### src/standard_timer_pkg.sv
// Constants, register map and field layouts of the standard timer module
package standard_timer_pkg;

   localparam int CNT_W    = 10;
   localparam int PER_W    = 3;
   localparam int BYTE_W   = 8;
   localparam int ADDR_W   = 3;

   // Register offsets
   localparam logic [ADDR_W-1:0] OFS_CTRL_ZERO  = 3'h0;
   localparam logic [ADDR_W-1:0] OFS_CTRL_ONE   = 3'h1;
   localparam logic [ADDR_W-1:0] OFS_CNT_LOW    = 3'h2;
   localparam logic [ADDR_W-1:0] OFS_CNT_HIGH   = 3'h3;
   localparam logic [ADDR_W-1:0] OFS_CMPA_LOW   = 3'h4;
   localparam logic [ADDR_W-1:0] OFS_CMPA_HIGH  = 3'h5;
   localparam logic [ADDR_W-1:0] OFS_FLAGS      = 3'h6;

   // Field positions of the flag register
   localparam int FLAG_A_BIT = 0;
   localparam int FLAG_P_BIT = 1;

   // Reset values and counter maximum
   localparam logic [BYTE_W-1:0] RST_BYTE  = 8'h00;
   localparam logic [CNT_W-1:0]  RST_COUNT = 10'h000;
   localparam logic [CNT_W-1:0]  CNT_MAX   = 10'h3ff;

   // Prescaler divide ratios
   localparam int DIV_SYS  = 4;
   localparam int DIV_H_LO = 16;
   localparam int DIV_H_HI = 64;
   localparam int PRE_W    = 6;

   // Count weight of one period step, and full-range period
   localparam logic [CNT_W:0] PER_STEP = 11'h080;
   localparam logic [CNT_W:0] PER_FULL = 11'h400;

   typedef enum logic [1:0] {
      MODE_COMPARE = 2'b00,
      MODE_CAPTURE = 2'b01,
      MODE_PWM     = 2'b10,
      MODE_TIMER   = 2'b11
   } op_mode_e;

   typedef enum logic [2:0] {
      CK_SYS_DIV4  = 3'b000,
      CK_SYS       = 3'b001,
      CK_H_DIV16   = 3'b010,
      CK_H_DIV64   = 3'b011,
      CK_SUB_A     = 3'b100,
      CK_SUB_B     = 3'b101,
      CK_PIN_RISE  = 3'b110,
      CK_PIN_FALL  = 3'b111
   } clk_sel_e;

   // Pin function codes
   localparam logic [1:0] FN_NONE   = 2'b00;
   localparam logic [1:0] FN_LOW    = 2'b01;
   localparam logic [1:0] FN_HIGH   = 2'b10;
   localparam logic [1:0] FN_TOGGLE = 2'b11;

   typedef struct packed {
      logic                 count_pause;
      clk_sel_e             clk_sel;
      logic                 module_on;
      logic [PER_W-1:0]     period_value;
   } timer_control_zero_s;

   typedef struct packed {
      op_mode_e             op_mode;
      logic [1:0]           pin_function;
      logic                 output_control;
      logic                 output_polarity;
      logic                 duty_period_swap;
      logic                 clear_select;
   } timer_control_one_s;

endpackage : standard_timer_pkg

### src/standard_timer_module.sv
// Standard timer module: 10-bit counter, compare A and P, output pin modes
//
// Notes on behaviour
// - Counter readable as low byte and two-bit high byte, upper bits zero.
// - Compare-A value is a writable, readable 10-bit byte pair, reset zero.
// - Mode 00 compare output, 11 timer, 10 PWM or single pulse.
// - Clear-select low: clear on P match or overflow; both flags raised.
// - Clear-select high: clear on A match; only A flag raised.
// - Compare-A zero: counter overflows past 3FF, no A flag.
// - Compare mode pin changes on A match, per pin function, and on on-bit rise.
// - Rising edge of on bit returns pin to output-control level.
// - Timer mode counts like compare mode but leaves the pin undriven.
// - Swap bit picks which comparator clears and which sets duty.
// - Swap 0: period is period value times 128, or 1024; duty compare-A.
// - Swap 1: period is compare-A; duty period value times 128 or 1024.
// - Duty at or above period gives a constantly active output.
// - PWM raises a flag on every A match and every P match.
// - PWM keeps counting when pin forced; active level and polarity apply.
// - Single pulse: on-bit rise, by software or pin edge, starts pulse.
// - Single pulse ends on on-bit clear or A match, which raises A flag.
// - Single pulse counter clears only on on-bit rise; P unused.
// - On-bit rise zeroes counter; fall stops and holds it.
// - Pause bit holds counter; counting resumes from held value.
// - Period value compares with counter bits 9 to 7; bits 6 to 0 must be zero.
// - Compare pin action: none, low, high or toggle.
//
// Added by the designer: the plain strobed port and the address map.
`timescale 1ns/1ps
`default_nettype none

module standard_timer_module (
   input  wire logic                                     i_clk,
   input  wire logic                                     i_resetn,
   input  wire logic [standard_timer_pkg::ADDR_W-1:0]    i_addr,
   input  wire logic [standard_timer_pkg::BYTE_W-1:0]    i_wdata,
   input  wire logic                                     i_wr,
   input  wire logic                                     i_rd,
   output logic      [standard_timer_pkg::BYTE_W-1:0]    o_rdata,
   input  wire logic                                     i_fh_tick,
   input  wire logic                                     i_fsub_tick,
   input  wire logic                                     i_external_count_pin,
   output logic                                          o_pin_out,
   output logic                                          o_pin_oe_n,
   output logic                                          o_compare_a_flag,
   output logic                                          o_compare_p_flag
);
   import standard_timer_pkg::*;

   timer_control_zero_s            ctrl0_r;
   timer_control_one_s             ctrl1_r;
   logic [CNT_W-1:0]               compare_a_value_r;
   logic [CNT_W-1:0]               count_r;
   logic [CNT_W-1:0]               count_nxt;
   logic                           on_prev_r;
   logic                           pin_ext_prev_r;
   logic [1:0]                     sys_div_r;
   logic [PRE_W-1:0]               h_div_r;
   logic                           flag_a_r;
   logic                           flag_p_r;
   logic                           pin_r;
   logic                           pin_nxt;
   logic                           oe_n_r;
   logic                           oe_n_nxt;
   logic [BYTE_W-1:0]              rdata_r;

   logic                           on_rise;
   logic                           pin_rise;
   logic                           pin_fall;
   logic                           pin_edge;
   logic                           sys4_tick;
   logic                           h16_tick;
   logic                           h64_tick;
   logic                           clk_event;
   logic                           tick;
   logic [CNT_W-1:0]               cnt_inc;
   logic                           a_hit;
   logic                           p_hit;
   logic                           overflow;
   logic                           is_compare;
   logic                           is_pwm;
   logic                           is_single;
   logic                           clr_count;
   logic                           set_a;
   logic                           set_p;
   logic [CNT_W:0]                 duty_len;
   logic [CNT_W:0]                 per_len;
   logic                           pwm_active;
   logic                           active_lvl;
   logic                           wave;

   // Mode decode
   assign is_compare = (ctrl1_r.op_mode == MODE_COMPARE) ||
                       (ctrl1_r.op_mode == MODE_TIMER) ||
                       (ctrl1_r.op_mode == MODE_CAPTURE);
   assign is_single  = (ctrl1_r.op_mode == MODE_PWM) &&
                       (ctrl1_r.pin_function == FN_TOGGLE);
   assign is_pwm     = (ctrl1_r.op_mode == MODE_PWM) && !is_single;

   // Timer clock sources
   assign sys4_tick = (sys_div_r[1:0] == 2'(DIV_SYS - 1));
   assign h16_tick  = i_fh_tick && (h_div_r[3:0] == 4'(DIV_H_LO - 1));
   assign h64_tick  = i_fh_tick && (h_div_r == PRE_W'(DIV_H_HI - 1));
   assign pin_rise  = i_external_count_pin && !pin_ext_prev_r;
   assign pin_fall  = !i_external_count_pin && pin_ext_prev_r;
   assign pin_edge  = (ctrl0_r.clk_sel == CK_PIN_FALL) ? pin_fall : pin_rise;

   always_comb begin
      case (ctrl0_r.clk_sel)
         CK_SYS_DIV4: clk_event = sys4_tick;
         CK_SYS:      clk_event = 1'b1;
         CK_H_DIV16:  clk_event = h16_tick;
         CK_H_DIV64:  clk_event = h64_tick;
         CK_SUB_A:    clk_event = i_fsub_tick;
         CK_SUB_B:    clk_event = i_fsub_tick;
         CK_PIN_RISE: clk_event = pin_rise;
         CK_PIN_FALL: clk_event = pin_fall;
         default:     clk_event = 1'b0;
      endcase
   end

   always_ff @(posedge i_clk or negedge i_resetn) begin
      if (!i_resetn) begin
         sys_div_r <= '0;
      end else begin
         sys_div_r <= sys_div_r + 2'(1);
      end
   end

   always_ff @(posedge i_clk or negedge i_resetn) begin
      if (!i_resetn) begin
         h_div_r <= '0;
      end else if (i_fh_tick) begin
         h_div_r <= h_div_r + PRE_W'(1);
      end
   end

   always_ff @(posedge i_clk or negedge i_resetn) begin
      if (!i_resetn) begin
         pin_ext_prev_r <= 1'b0;
         on_prev_r      <= 1'b0;
      end else begin
         pin_ext_prev_r <= i_external_count_pin;
         on_prev_r      <= ctrl0_r.module_on;
      end
   end

   assign on_rise = ctrl0_r.module_on && !on_prev_r;

   // Counting and comparators
   assign tick     = ctrl0_r.module_on && !on_rise &&
                     !ctrl0_r.count_pause && clk_event;
   assign cnt_inc  = count_r + CNT_W'(1);
   assign overflow = tick && (count_r == CNT_MAX);
   assign a_hit    = tick && (compare_a_value_r != RST_COUNT) &&
                     (cnt_inc == compare_a_value_r);
   assign p_hit    = tick && ((ctrl0_r.period_value == '0) ? overflow :
                     ((cnt_inc[CNT_W-1:CNT_W-PER_W] ==
                       ctrl0_r.period_value) &&
                      (cnt_inc[CNT_W-PER_W-1:0] == '0)));

   always_comb begin
      clr_count = 1'b0;
      set_a     = 1'b0;
      set_p     = 1'b0;
      if (is_compare) begin
         if (ctrl1_r.clear_select) begin
            clr_count = a_hit;
            set_a     = a_hit;
         end else begin
            clr_count = p_hit;
            set_a     = a_hit;
            set_p     = p_hit;
         end
      end else if (is_pwm) begin
         clr_count = ctrl1_r.duty_period_swap ? a_hit : p_hit;
         set_a     = a_hit;
         set_p     = p_hit;
      end else begin
         set_a     = a_hit;
      end
   end

   always_comb begin
      if (on_rise) begin
         count_nxt = RST_COUNT;
      end else if (!tick) begin
         count_nxt = count_r;
      end else if (clr_count) begin
         count_nxt = RST_COUNT;
      end else begin
         count_nxt = cnt_inc;
      end
   end

   always_ff @(posedge i_clk or negedge i_resetn) begin
      if (!i_resetn) begin
         count_r <= RST_COUNT;
      end else begin
         count_r <= count_nxt;
      end
   end

   // Flags: hardware set wins over software clear
   always_ff @(posedge i_clk or negedge i_resetn) begin
      if (!i_resetn) begin
         flag_a_r <= 1'b0;
         flag_p_r <= 1'b0;
      end else begin
         if (set_a) begin
            flag_a_r <= 1'b1;
         end else if (i_wr && i_addr == OFS_FLAGS &&
                      i_wdata[FLAG_A_BIT]) begin
            flag_a_r <= 1'b0;
         end
         if (set_p) begin
            flag_p_r <= 1'b1;
         end else if (i_wr && i_addr == OFS_FLAGS &&
                      i_wdata[FLAG_P_BIT]) begin
            flag_p_r <= 1'b0;
         end
      end
   end

   // Control registers; pin edge start wins over a software write
   always_ff @(posedge i_clk or negedge i_resetn) begin
      if (!i_resetn) begin
         ctrl0_r <= timer_control_zero_s'(RST_BYTE);
      end else begin
         if (i_wr && i_addr == OFS_CTRL_ZERO) begin
            ctrl0_r <= timer_control_zero_s'(i_wdata);
         end else if (is_single && a_hit) begin
            ctrl0_r.module_on <= 1'b0;
         end
         if (is_single && !ctrl0_r.module_on && pin_edge) begin
            ctrl0_r.module_on <= 1'b1;
         end
      end
   end

   always_ff @(posedge i_clk or negedge i_resetn) begin
      if (!i_resetn) begin
         ctrl1_r <= timer_control_one_s'(RST_BYTE);
      end else if (i_wr && i_addr == OFS_CTRL_ONE) begin
         ctrl1_r <= timer_control_one_s'(i_wdata);
      end
   end

   always_ff @(posedge i_clk or negedge i_resetn) begin
      if (!i_resetn) begin
         compare_a_value_r <= RST_COUNT;
      end else if (i_wr && i_addr == OFS_CMPA_LOW) begin
         compare_a_value_r[BYTE_W-1:0] <= i_wdata;
      end else if (i_wr && i_addr == OFS_CMPA_HIGH) begin
         compare_a_value_r[CNT_W-1:BYTE_W] <=
            i_wdata[CNT_W-BYTE_W-1:0];
      end
   end

   // PWM waveform
   always_comb begin
      if (ctrl1_r.duty_period_swap) begin
         per_len  = (compare_a_value_r == RST_COUNT) ? PER_FULL :
                    {1'b0, compare_a_value_r};
         duty_len = (ctrl0_r.period_value == '0) ? PER_FULL :
                    (CNT_W+1)'(ctrl0_r.period_value) * PER_STEP;
      end else begin
         per_len  = (ctrl0_r.period_value == '0) ? PER_FULL :
                    (CNT_W+1)'(ctrl0_r.period_value) * PER_STEP;
         duty_len = {1'b0, compare_a_value_r};
      end
   end

   assign pwm_active = (duty_len >= per_len) ||
                       ({1'b0, count_r} < duty_len);
   assign active_lvl = ctrl1_r.output_control;

   always_comb begin
      case (ctrl1_r.pin_function)
         FN_NONE: wave = !active_lvl;
         FN_LOW:  wave = active_lvl;
         FN_HIGH: wave = pwm_active ? active_lvl : !active_lvl;
         default: wave = ctrl0_r.module_on ? active_lvl :
                         !active_lvl;
      endcase
   end

   // Compare-mode pin state
   always_ff @(posedge i_clk or negedge i_resetn) begin
      if (!i_resetn) begin
         pin_r <= 1'b0;
      end else if (on_rise) begin
         pin_r <= ctrl1_r.output_control;
      end else if (ctrl1_r.op_mode == MODE_COMPARE && set_a) begin
         case (ctrl1_r.pin_function)
            FN_LOW:    pin_r <= 1'b0;
            FN_HIGH:   pin_r <= 1'b1;
            FN_TOGGLE: pin_r <= !pin_r;
            default:   pin_r <= pin_r;
         endcase
      end
   end

   always_comb begin
      pin_nxt  = 1'b0;
      oe_n_nxt = 1'b1;
      if (ctrl1_r.op_mode == MODE_COMPARE) begin
         pin_nxt  = pin_r ^ ctrl1_r.output_polarity;
         oe_n_nxt = 1'b0;
      end else if (ctrl1_r.op_mode == MODE_PWM) begin
         pin_nxt  = wave ^ ctrl1_r.output_polarity;
         oe_n_nxt = 1'b0;
      end
   end

   always_ff @(posedge i_clk or negedge i_resetn) begin
      if (!i_resetn) begin
         o_pin_out <= 1'b0;
         oe_n_r    <= 1'b1;
      end else begin
         o_pin_out <= pin_nxt;
         oe_n_r    <= oe_n_nxt;
      end
   end

   assign o_pin_oe_n       = oe_n_r;
   assign o_compare_a_flag = flag_a_r;
   assign o_compare_p_flag = flag_p_r;

   // Read port: data valid only in the cycle after the strobe
   always_ff @(posedge i_clk or negedge i_resetn) begin
      if (!i_resetn) begin
         rdata_r <= RST_BYTE;
      end else if (i_rd) begin
         case (i_addr)
            OFS_CTRL_ZERO: rdata_r <= BYTE_W'(ctrl0_r);
            OFS_CTRL_ONE:  rdata_r <= BYTE_W'(ctrl1_r);
            OFS_CNT_LOW:   rdata_r <= count_r[BYTE_W-1:0];
            OFS_CNT_HIGH:  rdata_r <= {6'h00,
                                       count_r[CNT_W-1:BYTE_W]};
            OFS_CMPA_LOW:  rdata_r <= compare_a_value_r[BYTE_W-1:0];
            OFS_CMPA_HIGH: rdata_r <= {6'h00,
                                       compare_a_value_r[CNT_W-1:BYTE_W]};
            OFS_FLAGS:     rdata_r <= {6'h00, flag_p_r, flag_a_r};
            default:       rdata_r <= RST_BYTE;
         endcase
      end else begin
         rdata_r <= RST_BYTE;
      end
   end

   assign o_rdata = rdata_r;

endmodule : standard_timer_module

`default_nettype wire

### config.mk
export PLATFORM = sky130hd
export DESIGN_NAME = standard_timer_module
export DESIGN_NICKNAME = d
export VERILOG_FILES = /design/src/standard_timer_pkg.sv /design/src/standard_timer_module.sv
export SDC_FILE = /design/constraint.sdc
export NUM_CORES = 1
export LEC_CHECK = 0
export BUFFER_PORTS_ARGS = -buffer_cell sky130_fd_sc_hd__buf_2
export CORE_MARGIN = 2
export CORE_UTILIZATION = 45
export DETAILED_ROUTE_END_ITERATION = 10
export PLACE_DENSITY = 0.71
export SLEW_MARGIN = 15
export SYNTH_ARGS = -nofsm -noshare
export SYNTH_HDL_FRONTEND = slang
export SYNTH_SLANG_ARGS = --single-unit
### constraint.sdc
create_clock -name i_clk -period 2.75 [get_ports i_clk]
set_input_delay 0.275 -clock i_clk [delete_from_list [all_inputs] [get_ports i_clk]]
set_output_delay 0.275 -clock i_clk [all_outputs]
set_load 0.005 [all_outputs]
# Word level (Yosys, flattened, before mapping)
# Index checks and enable logic that the tools add are counted.
[word_totals] ff_bits=59 in_bits=18
[op_classes] add_sub_neg=3 n_lt_le_gt_ge=2 eq_ne=25 n_mux=36 bitwise_logic=3 n_reduce_logical=55
[ops] operator="8-bit one-hot mux with 7 select lines" count=1
[ops] operator="11-bit two-way mux" count=4
[ops] operator="10-bit two-way mux" count=3
[ops] operator="1-bit logical AND" count=26
[ops] operator="1-bit two-way mux" count=24
[ops] operator="3-bit == test, second input constant" count=7
[ops] operator="3-bit by 2-bit == test with 1-bit output, second input constant" count=4
[ops] operator="11-bit greater-or-equal comparator" count=1
[ops] operator="10-bit by 11-bit less-than comparator with 1-bit output" count=1
[ops] operator="10-bit by 1-bit adder with 10-bit output, second input constant" count=1
[ops] operator="10-bit == test" count=1
[ops] operator="10-bit == test, second input constant" count=1
[ops] operator="2-bit == test, second input constant" count=5
[ops] operator="10-bit zero test" count=1
[ops] operator="10-bit nonzero test" count=1
[ops] operator="1-bit zero test" count=9
[ops] operator="3-bit zero test" count=3
[ops] operator="8-bit two-way mux" count=1
[ops] operator="2-bit nonzero test" count=4
[ops] operator="7-bit zero test" count=1
[ops] operator="1-bit one-hot mux with 7 select lines" count=1
[ops] operator="6-bit by 1-bit adder with 6-bit output, second input constant" count=1
[ops] operator="3-bit by 1-bit == test with 1-bit output, second input constant" count=2
[ops] operator="6-bit == test, second input constant" count=1
[ops] operator="other kinds (13)" count=20

# Logic depth before layout (Yosys ltp)
# Gate-level depths: netlist (run 1).
[depth] word_depth=15 ltp_mapped=11 ltp_nobuf=10

# Worst setup path before layout (run 1)
# Ideal clock, no wire load.
[synth_timing] path_type="reg-to-reg" start="reg ctrl1_r[1] (netlist name)" end="reg o_pin_out" setup_time_ns=0.125 arrival_time_ns=2.628 required_ns=2.625 path_slack_ns=-0.002 path_stages_with_launch=12 path_buffers=2 period_less_slack_ns=2.752 cell_sequence="dfrtp_1 clkbuf_1 clkbuf_1 mux2i_1 ha_1 a21o_1 a21oi_1 nand2_1 o41a_1 a21oi_1 o211ai_1 mux2_2"
[synth_via] elab_chain_len=8 elab_cells_between_ends=10 classes_between="order compare (2); mux (6); bitwise (1); reduce/logical (1)"
[synth_lines] item="start, declared" line_no="standard_timer_module.sv:50" rtl="timer_control_one_s ctrl1_r;"
[synth_lines] item="start signal, assigned" line_no="standard_timer_module.sv:242" rtl="ctrl1_r <= timer_control_one_s'(RST_BYTE);"
[synth_lines] item="start signal, assigned" line_no="standard_timer_module.sv:244" rtl="ctrl1_r <= timer_control_one_s'(i_wdata);"
[synth_lines] item="11-bit two-way mux" line_no="standard_timer_module.sv:261" rtl="if (ctrl1_r.duty_period_swap) begin"
[synth_lines] item="11-bit greater-or-equal comparator or 10-bit by 11-bit less-than comparator with 1-bit output (tied branches)" line_no="standard_timer_module.sv:273, standard_timer_module.sv:274"
[synth_lines] item="1-bit logical OR (*)" line_no="standard_timer_module.sv:273" rtl="assign pwm_active = (duty_len >= per_len) ||"
[synth_lines] item="1-bit two-way mux (*)" line_no="standard_timer_module.sv:281" rtl="FN_HIGH: wave = pwm_active ? active_lvl : !active_lvl;"
[synth_lines] item="1-bit one-hot mux with 3 select lines (*)" line_no="standard_timer_module.sv:278" rtl="case (ctrl1_r.pin_function)"
[synth_lines] item="1-bit XOR (*)" line_no="standard_timer_module.sv:310" rtl="pin_nxt = wave ^ ctrl1_r.output_polarity;"
[synth_lines] item="1-bit two-way mux (*)" line_no="standard_timer_module.sv:309" rtl="end else if (ctrl1_r.op_mode == MODE_PWM) begin"
[synth_lines] item="1-bit two-way mux (*)" line_no="standard_timer_module.sv:306" rtl="if (ctrl1_r.op_mode == MODE_COMPARE) begin"
[synth_lines] item="net pin_nxt" line_no="standard_timer_module.sv:61" rtl="logic pin_nxt;"
[synth_lines] item="end signal, assigned" line_no="standard_timer_module.sv:320" rtl="o_pin_out <= pin_nxt;"
[synth_lines] item="end, declared" line_no="standard_timer_module.sv:42" rtl="output logic o_pin_out,"
# Mark *: on every way through the listed nets, which the timed path passes. The rest lies on a longest branch.
# A chain may end at the register's enable or synchronous reset.

# Worst setup path in the final report (run 1)
# Same ends and word-level chain as after synthesis.

==> impl_metrics.ini, run 1 <==
[sta]
rsz0062_at_grt = no
finalClockSkew_ps = 8.94
slew_headroom_pct = 62.3
setup_viol = 0
max_freq_mhz = 391
layout_worst_path_cycle_share_pct = 93.1
slew_viol_final = 0
worst_pin_slew_ps = 564
finalHoldViolations = 0
post-route-min-period_ps = 2560
fin_hold_ws_ps = 64.1

[flow_run]
maxCapViolCount = 0

[routing]
drt-met1-wl_um = 4590
antenna_left = 0
vias_per_cell = 6.05
drc = 0
drt_pass1_iterations = 5
wl_per_cell_um = 18.8
dr_wl_met2_um = 5350
drt_iter0_drc = 181
vias = 3490
top_layer_used = met4
met3_length_um = 609
wl_um = 10800

[worst_setup_path]
crit_top_cell = a21oi_1
crit_path_cell_trace = mux2i_1 > inv_1 > ha_1 > a21o_1 > a21oi_1 > nand2_1 > o41a_1 > a21oi_1 > o211ai_1 > mux2_2
cp.arrival_ps = 2800
worstSetupEndpointType = flop
slowest_delay_ps = 510
path_class = reg -> reg
cp.required_ps = 2990
cp-start-kind = flop
cp_slowest_cell = dfrtp_2
crit_fanout = 12

[clock_network]
cts_root_buffer = clkbuf_8
clock_latency_ps = 350
h-tree-depth = 3
cts_setup_buffers = 0
numCtsBuffers = 9
clk_path_buf_depth = 2
cts_tree = yes
clk_pin_slew_ps = 80
clkSinkCount = 59

[synth]
async_flop_share_pct = 100
syn_area_per_cell_um2 = 9.58
synth_cell_type_count = 65
syn_area_um2 = 4060
syn_nets = 463
synth_warnings = 0
synthCells = 424
synth_seq_cells = 59
synth_edf_count = 0
ys_seq_area_share_pct = 36.4
synth_ff_type = dfrtp_1

[die]
die-area_um2 = 9810
ios = 30
start_util_pct = 46.6
rows = 34
dieWidth_um = 99.0
die_h_um = 99.0
core_um2 = 8720

[finish]
final_area_um2 = 4680
area.growth.synth_to_final_pct = 15.2
drive_gt1_share_pct = 25.8
diodes = 0
num-fill-cells = 773
fin_util_pct = 53.7
layout.nets = 503

[placed_design]
placed_cell_area_um2 = 4430
hpwl_um = 8080
place_congestion = 0.967
port_buffers = 29

[grt]
grt_pass1_vias = 3521
grt_use_total_pct = 23.4
grt_pass1_wl_um = 17900
grt_antenna_before_repair = 0
grt_start_max_net_pins = 42
overflow = 0

[power]
ir_drop_mv = 0.481
p_leak_nw = 2.15
power_w = 0.00325
power.density_nw_per_um2 = 695

[min_path]
hp-class = in -> reg

[outcome]
status = completed
==> Yosys cell counts (10+ instances only) <==
library cell	instances	area [µm²]
clkbuf_1	19	71.3
xnor2_1	11	96.3
o21ai_0	11	55.1
nand4_1	12	75.1
a21oi_1	17	85.1
a31oi_1	15	93.8
inv_1	10	37.5
mux2i_1	16	160
nand3_1	17	85.1
nor2_1	41	154
nand2_1	29	109
ha_1	21	263
dfrtp_1	58	1450
mux2_2	26	293
==> critical path, delay by kind of cell (launching register included) <==
kind	cells	cell delay (ps)
compound gates	5	950
fa+ha+maj	1	310
buf+inv	1	70
flops	1	510
mux	2	550
simple gates	1	80
==> through the flow <==
| step | setup TNS, ps | instances | worst slack, ps |
|---|---|---|---|
| 2_1_floorplan | 0 | 424 | 76.5 |
| 3_3_place_gp | 0 | 560 | 76.0 |
| 3_5_place_dp | -0.646 | 560 | -0.646 |
| 4_1_cts | 0 | 577 | 59.4 |
| 5_1_grt | 0 | 577 | 15.2 |
| 6_report | 0 | 577 | 190 |
==> state kept, by name (all words and copies together) (netlist names) <==
register           flops
o_pin_oe_n             1
o_rdata                8
o_compare_a_flag       1
count_r               10
pin_r                  1
on_prev_r              1
ctrl1_r                7
sys_div_r              2
compare_a_value_r     10
h_div_r                6
ctrl0_r                8
o_compare_p_flag       1
o_pin_out              1
active_lvl             1
pin_ext_prev_r         1
==> placed cells by master, fill, tap and decap left out, drive strengths merged, types with 15 or more instances in the layout <==
cell type	netlist	final
mux2	26	26
mux2i	16	16
buf	12	61
nand3	19	19
ha	21	21
a21oi	17	17
nor2	41	41
dfrtp	58	58
nand2	30	30
a31oi	15	15
==> where the power goes <==
part	total [W]	switching [W]	internal [W]
Sequential	0.00126	0.000212	0.00105
Clock	0.000903	0.000387	0.000516
Combinational	0.00109	0.000570	0.000524
==> area by class of cell <==
type	instances	area, µm²	area share (%)
clock buffers	9	124	2.65
clock inverters	7	100	2.14
inverters	10	37.5	0.802
multi-input cells	322	2410	51.5
flip-flops and latches	59	1480	31.6
well taps	108	135	2.89
repair buffers	62	395	8.44
==> repair_timing <==
action                                  in CTS  in global routing
endpoints found under the setup margin       1                  6
hold buffers                                 1                  0
pin swaps                                    0                  1
gates resized for setup                      1                  5
hold endpoints to repair                    18                  0
==> logic make-up (layout without fill, tap and decap cells) <==
kind of cell    after synthesis  after routing  share of synthesized area, %
fa+ha+maj                    21             21                          6.47
buf+inv                      43             88                          4.80
flops                        59             59                          36.4
mux                          43             43                          11.7
xor+xnor                     23             23                          6.16
compound gates               77             77                          13.5
simple gates                158            158                          21.0
==> routing by layer <==
metal	up-vias	global-route usage (%)
met1	1712	30.4
met4	0	9.80
met3	22	4.82
li1	1629	-
met5	-	0
met2	127	37.9
==> path summary, 6_finish.rpt <==
kind / slack, ps / cells past startpoint / start / to
worst max-delay path: 190 / 10 / ctrl1_r[1] / o_pin_out
worst min-delay path: 60 / 1 / i_external_count_pin / pin_ext_prev_r
worst max register to register: 190 / 10 / ctrl1_r[1] / o_pin_out
worst min register to register: 420 / 1 / sys_div_r[0] / sys_div_r[0]
max in group asynchronous: 1450 / 3 / i_resetn / ctrl1_r[1]
min in group asynchronous: 400 / 2 / i_resetn / count_r[3]
(Power assumes the default switching activity.)
==> inputs of run 2 (changes only) <==
--- a/config.mk
+++ b/config.mk
@@ -5,11 +5,13 @@
 export SDC_FILE = /design/constraint.sdc
 export NUM_CORES = 1
 export LEC_CHECK = 0
+export ABC_AREA = 1
 export BUFFER_PORTS_ARGS = -buffer_cell sky130_fd_sc_hd__buf_2
 export CORE_MARGIN = 2
 export CORE_UTILIZATION = 45
 export DETAILED_ROUTE_END_ITERATION = 10
 export PLACE_DENSITY = 0.71
+export SKIP_LAST_GASP = 1
 export SLEW_MARGIN = 15
 export SYNTH_ARGS = -nofsm -noshare
 export SYNTH_HDL_FRONTEND = slang
==> run 2 against run 1 <==
Utilization decreased by 1.6 points. Synthesized cell count increased by 15%. Cell count increased by 10%. Clock power decreased by 2.3%. First-iteration DRC count increased by 38%. Total power decreased by 6.2%. Design area decreased by 9.9%. Critical path depth increased by 8.
==> impl_metrics.ini, run 2 <==
[outcome]
status = completed

[die]
dieWidth_um = 94.6
ios = 30
rows = 33
die_h_um = 94.6
start_util_pct = 45.6
core_um2 = 8090
die-area_um2 = 8940

[synth]
async_flop_share_pct = 100
synth_edf_count = 0
syn_area_per_cell_um2 = 7.58
syn_area_um2 = 3690
synth_area_leaders = dfrtp_1 (39%), nand2_1 (13%), ha_1 (7.1%), inv_1 (7.0%), o21ai_0 (5.6%)
ys_seq_area_share_pct = 40.0
synth_cell_type_count = 38
synth_warnings = 0
synth_seq_cells = 59
yosys.area.top_type = dfrtp_1
synth_top_area_share_pct = 39.3
synth_ff_type = dfrtp_1
synthCells = 487
yosys.cell_count.top_type = nand2_1
synthTopCellsByCount = nand2_1 (126), inv_1 (69), dfrtp_1 (58)
syn_nets = 526

[placed_design]
place_congestion = 0.970
hpwl_um = 7580
place_ws_ps = 168
placed_cell_area_um2 = 3980
port_buffers = 29

[sta]
setup_viol = 0
slew_viol_final = 0
max_freq_mhz = 400
post-route-min-period_ps = 2500
fin_ws_ps = 249
slew_headroom_pct = 38.3
worst_pin_slew_ps = 902
setup_tns_ps = 0
rsz0062_at_grt = no
finalClockSkew_ps = 6.33
finalHoldViolations = 0
layout_worst_path_cycle_share_pct = 90.9

[min_path]
worstHoldStart = i_external_count_pin
hold_depth = 1
hp-class = in -> reg
worstHoldEndpoint = pin_ext_prev_r

[finish]
regArea_um2 = 1480
final_common_cell = nand2_1
layout.nets = 566
diodes = 0
multi_input_area_um2 = 1930
most-common-layout-cells = nand2_1 (126), inv_1 (69), dfrtp_1 (58)
num-fill-cells = 821
drive_gt1_share_pct = 15.4
area.growth.synth_to_final_pct = 14.3
reg_top3 = compare_a_value_r: 10 flops, count_r: 10 flops
final_area_um2 = 4220

[power]
p_leak_nw = 2.14
pwr-share-seq_pct = 41.2
power.density_nw_per_um2 = 724
ir_drop_mv = 0.459
p_clk_share_pct = 28.9
power_switching_w = 0.00114
pwr-share-comb_pct = 29.9
intPower_w = 0.00191
power.share.switching_pct = 37.5

[worst_setup_path]
crit_fanout = 4
r2r_cells = 18
reg2reg_to = o_pin_out
worstSetupEndpointType = flop
r2r_start = compare_a_value_r[7]
cp-start-kind = flop
r2r_slack_ps = 250
path_class = reg -> reg
cp.required_ps = 2980
cp.arrival_ps = 2730

[clock_network]
cts_tree = yes
cts_root_buffer = clkbuf_8
clk_pin_slew_ps = 70
cts_setup_buffers = 0
clkSinkCount = 59
clk_path_buf_depth = 2
numCtsBuffers = 9
h-tree-depth = 3
clock_latency_ps = 340

[routing]
vias_per_cell = 5.43
wl_um = 9720
vias = 3460
antenna_left = 0
drt_iter0_drc = 249
drt_pass1_iterations = 6
drc = 0
wl_per_cell_um = 15.3

[grt]
grt_pass1_vias = 3183
overflow = 0
grt_antenna_before_repair = 0
grt_start_max_net_pins = 44
grt_pass1_wl_um = 16100
grt_use_total_pct = 23.5

[flow_run]
maxCapViolCount = 0
run 2: changes by cell type in the layout (fill, tap and decap cells not counted), moves of 10 or more:
| cell | delta |
|---|---|
| buf_4 | -26 |
| mux2i_1 | -16 |
| mux2_2 | -25 |
| nand2_1 | +97 |
| o21ai_0 | +31 |
| xnor2_1 | -10 |
| nand3_1 | +17 |
| inv_1 | +59 |
| a31oi_1 | -13 |
run 2: cell type report:
cell class | instances | share of cell area, %
Multi-Input combinational cell | 351 | 45.7
Sequential cell | 59 | 35.0
Inverter | 70 | 6.26
Timing Repair Buffer | 36 | 4.75
Tap cell | 105 | 3.12
Clock buffer | 10 | 3.03
Clock inverter | 6 | 2.11
run 2: logic make-up after synthesis:
family | share of synthesized area [%]
compound gates | 14.9
xor+xnor | 2.85
fa+ha+maj | 7.12
buf+inv | 7.97
flops | 40.0
mux | 0.305
simple gates | 26.8
run 2: timing repair:
action | 4_1_cts | 5_1_grt
setup endpoints to repair | 0 | 1
endpoints found under the hold margin | 16 | 0
gates resized for setup | 0 | 2
hold buffers | 1 | 0
run 2: per-layer routing:
layer	GRT usage, %	wire, µm	share of wire, %	vias up
met2	36.8	4430	46	137
met3	5.43	619	6.4	23
met4	7.13	234	2.4	0
met5	0	0	0	-
met1	32.6	4440	46	1626
li1	-	-	-	1674
run 2: worst max path at each step:
stage                               startpoint        end  slack (ps)  cells past startpoint
after floorplan                     ctrl1_r[1]  o_pin_out         490                     18
final                     compare_a_value_r[7]  o_pin_out         250                     18
after CTS                           ctrl0_r[2]  o_pin_out         150                     15
after global routing      compare_a_value_r[6]  o_pin_out          20                     18
after global placement              ctrl0_r[2]  o_pin_out          80                     15
after detailed placement            ctrl0_r[2]  o_pin_out         170                     15
run 2: critical path: stages (launching register included):
cell and delay [ps]:
dfrtp_1 450, inv_1 180, nand3_1 120, nor2_1 100, nand2_1 110, nand2_1 80, o21ai_0 80, ha_1 300
nand2_1 120, o21a_1 150, nand2_1 70, a21oi_2 160, nand3_1 100, nand3_1 90, nand2_1 70, nand2_1 60
nand2_1 50, nand3_1 60, nand2_1 50
run 2: per-stage QoR:
| stage | power [W] | hold slack, ps | cells | util [%] |
|---|---|---|---|---|
| detailed placement | 0.00216 | 212 | 620 | 49.2 |
| floorplan | 0.00185 | -20.6 | 487 | - |
| finish | 0.00305 | 54.2 | 637 | 52.1 |
| global placement | 0.00214 | 212 | 620 | 49.2 |
| global route | 0.00326 | 44.7 | 637 | 52.1 |
| CTS | 0.00305 | 45.4 | 637 | 52.0 |
run 2: power groups by stage:
stage	registers [W]	logic, W	clock network [W]
3_3_place_gp	0.00126	0.000879	0
6_report	0.00126	0.000913	0.000882
2_1_floorplan	0.00119	0.000655	0
3_5_place_dp	0.00126	0.000895	0
5_1_grt	0.00128	0.00105	0.000932
4_1_cts	0.00125	0.000902	0.000895
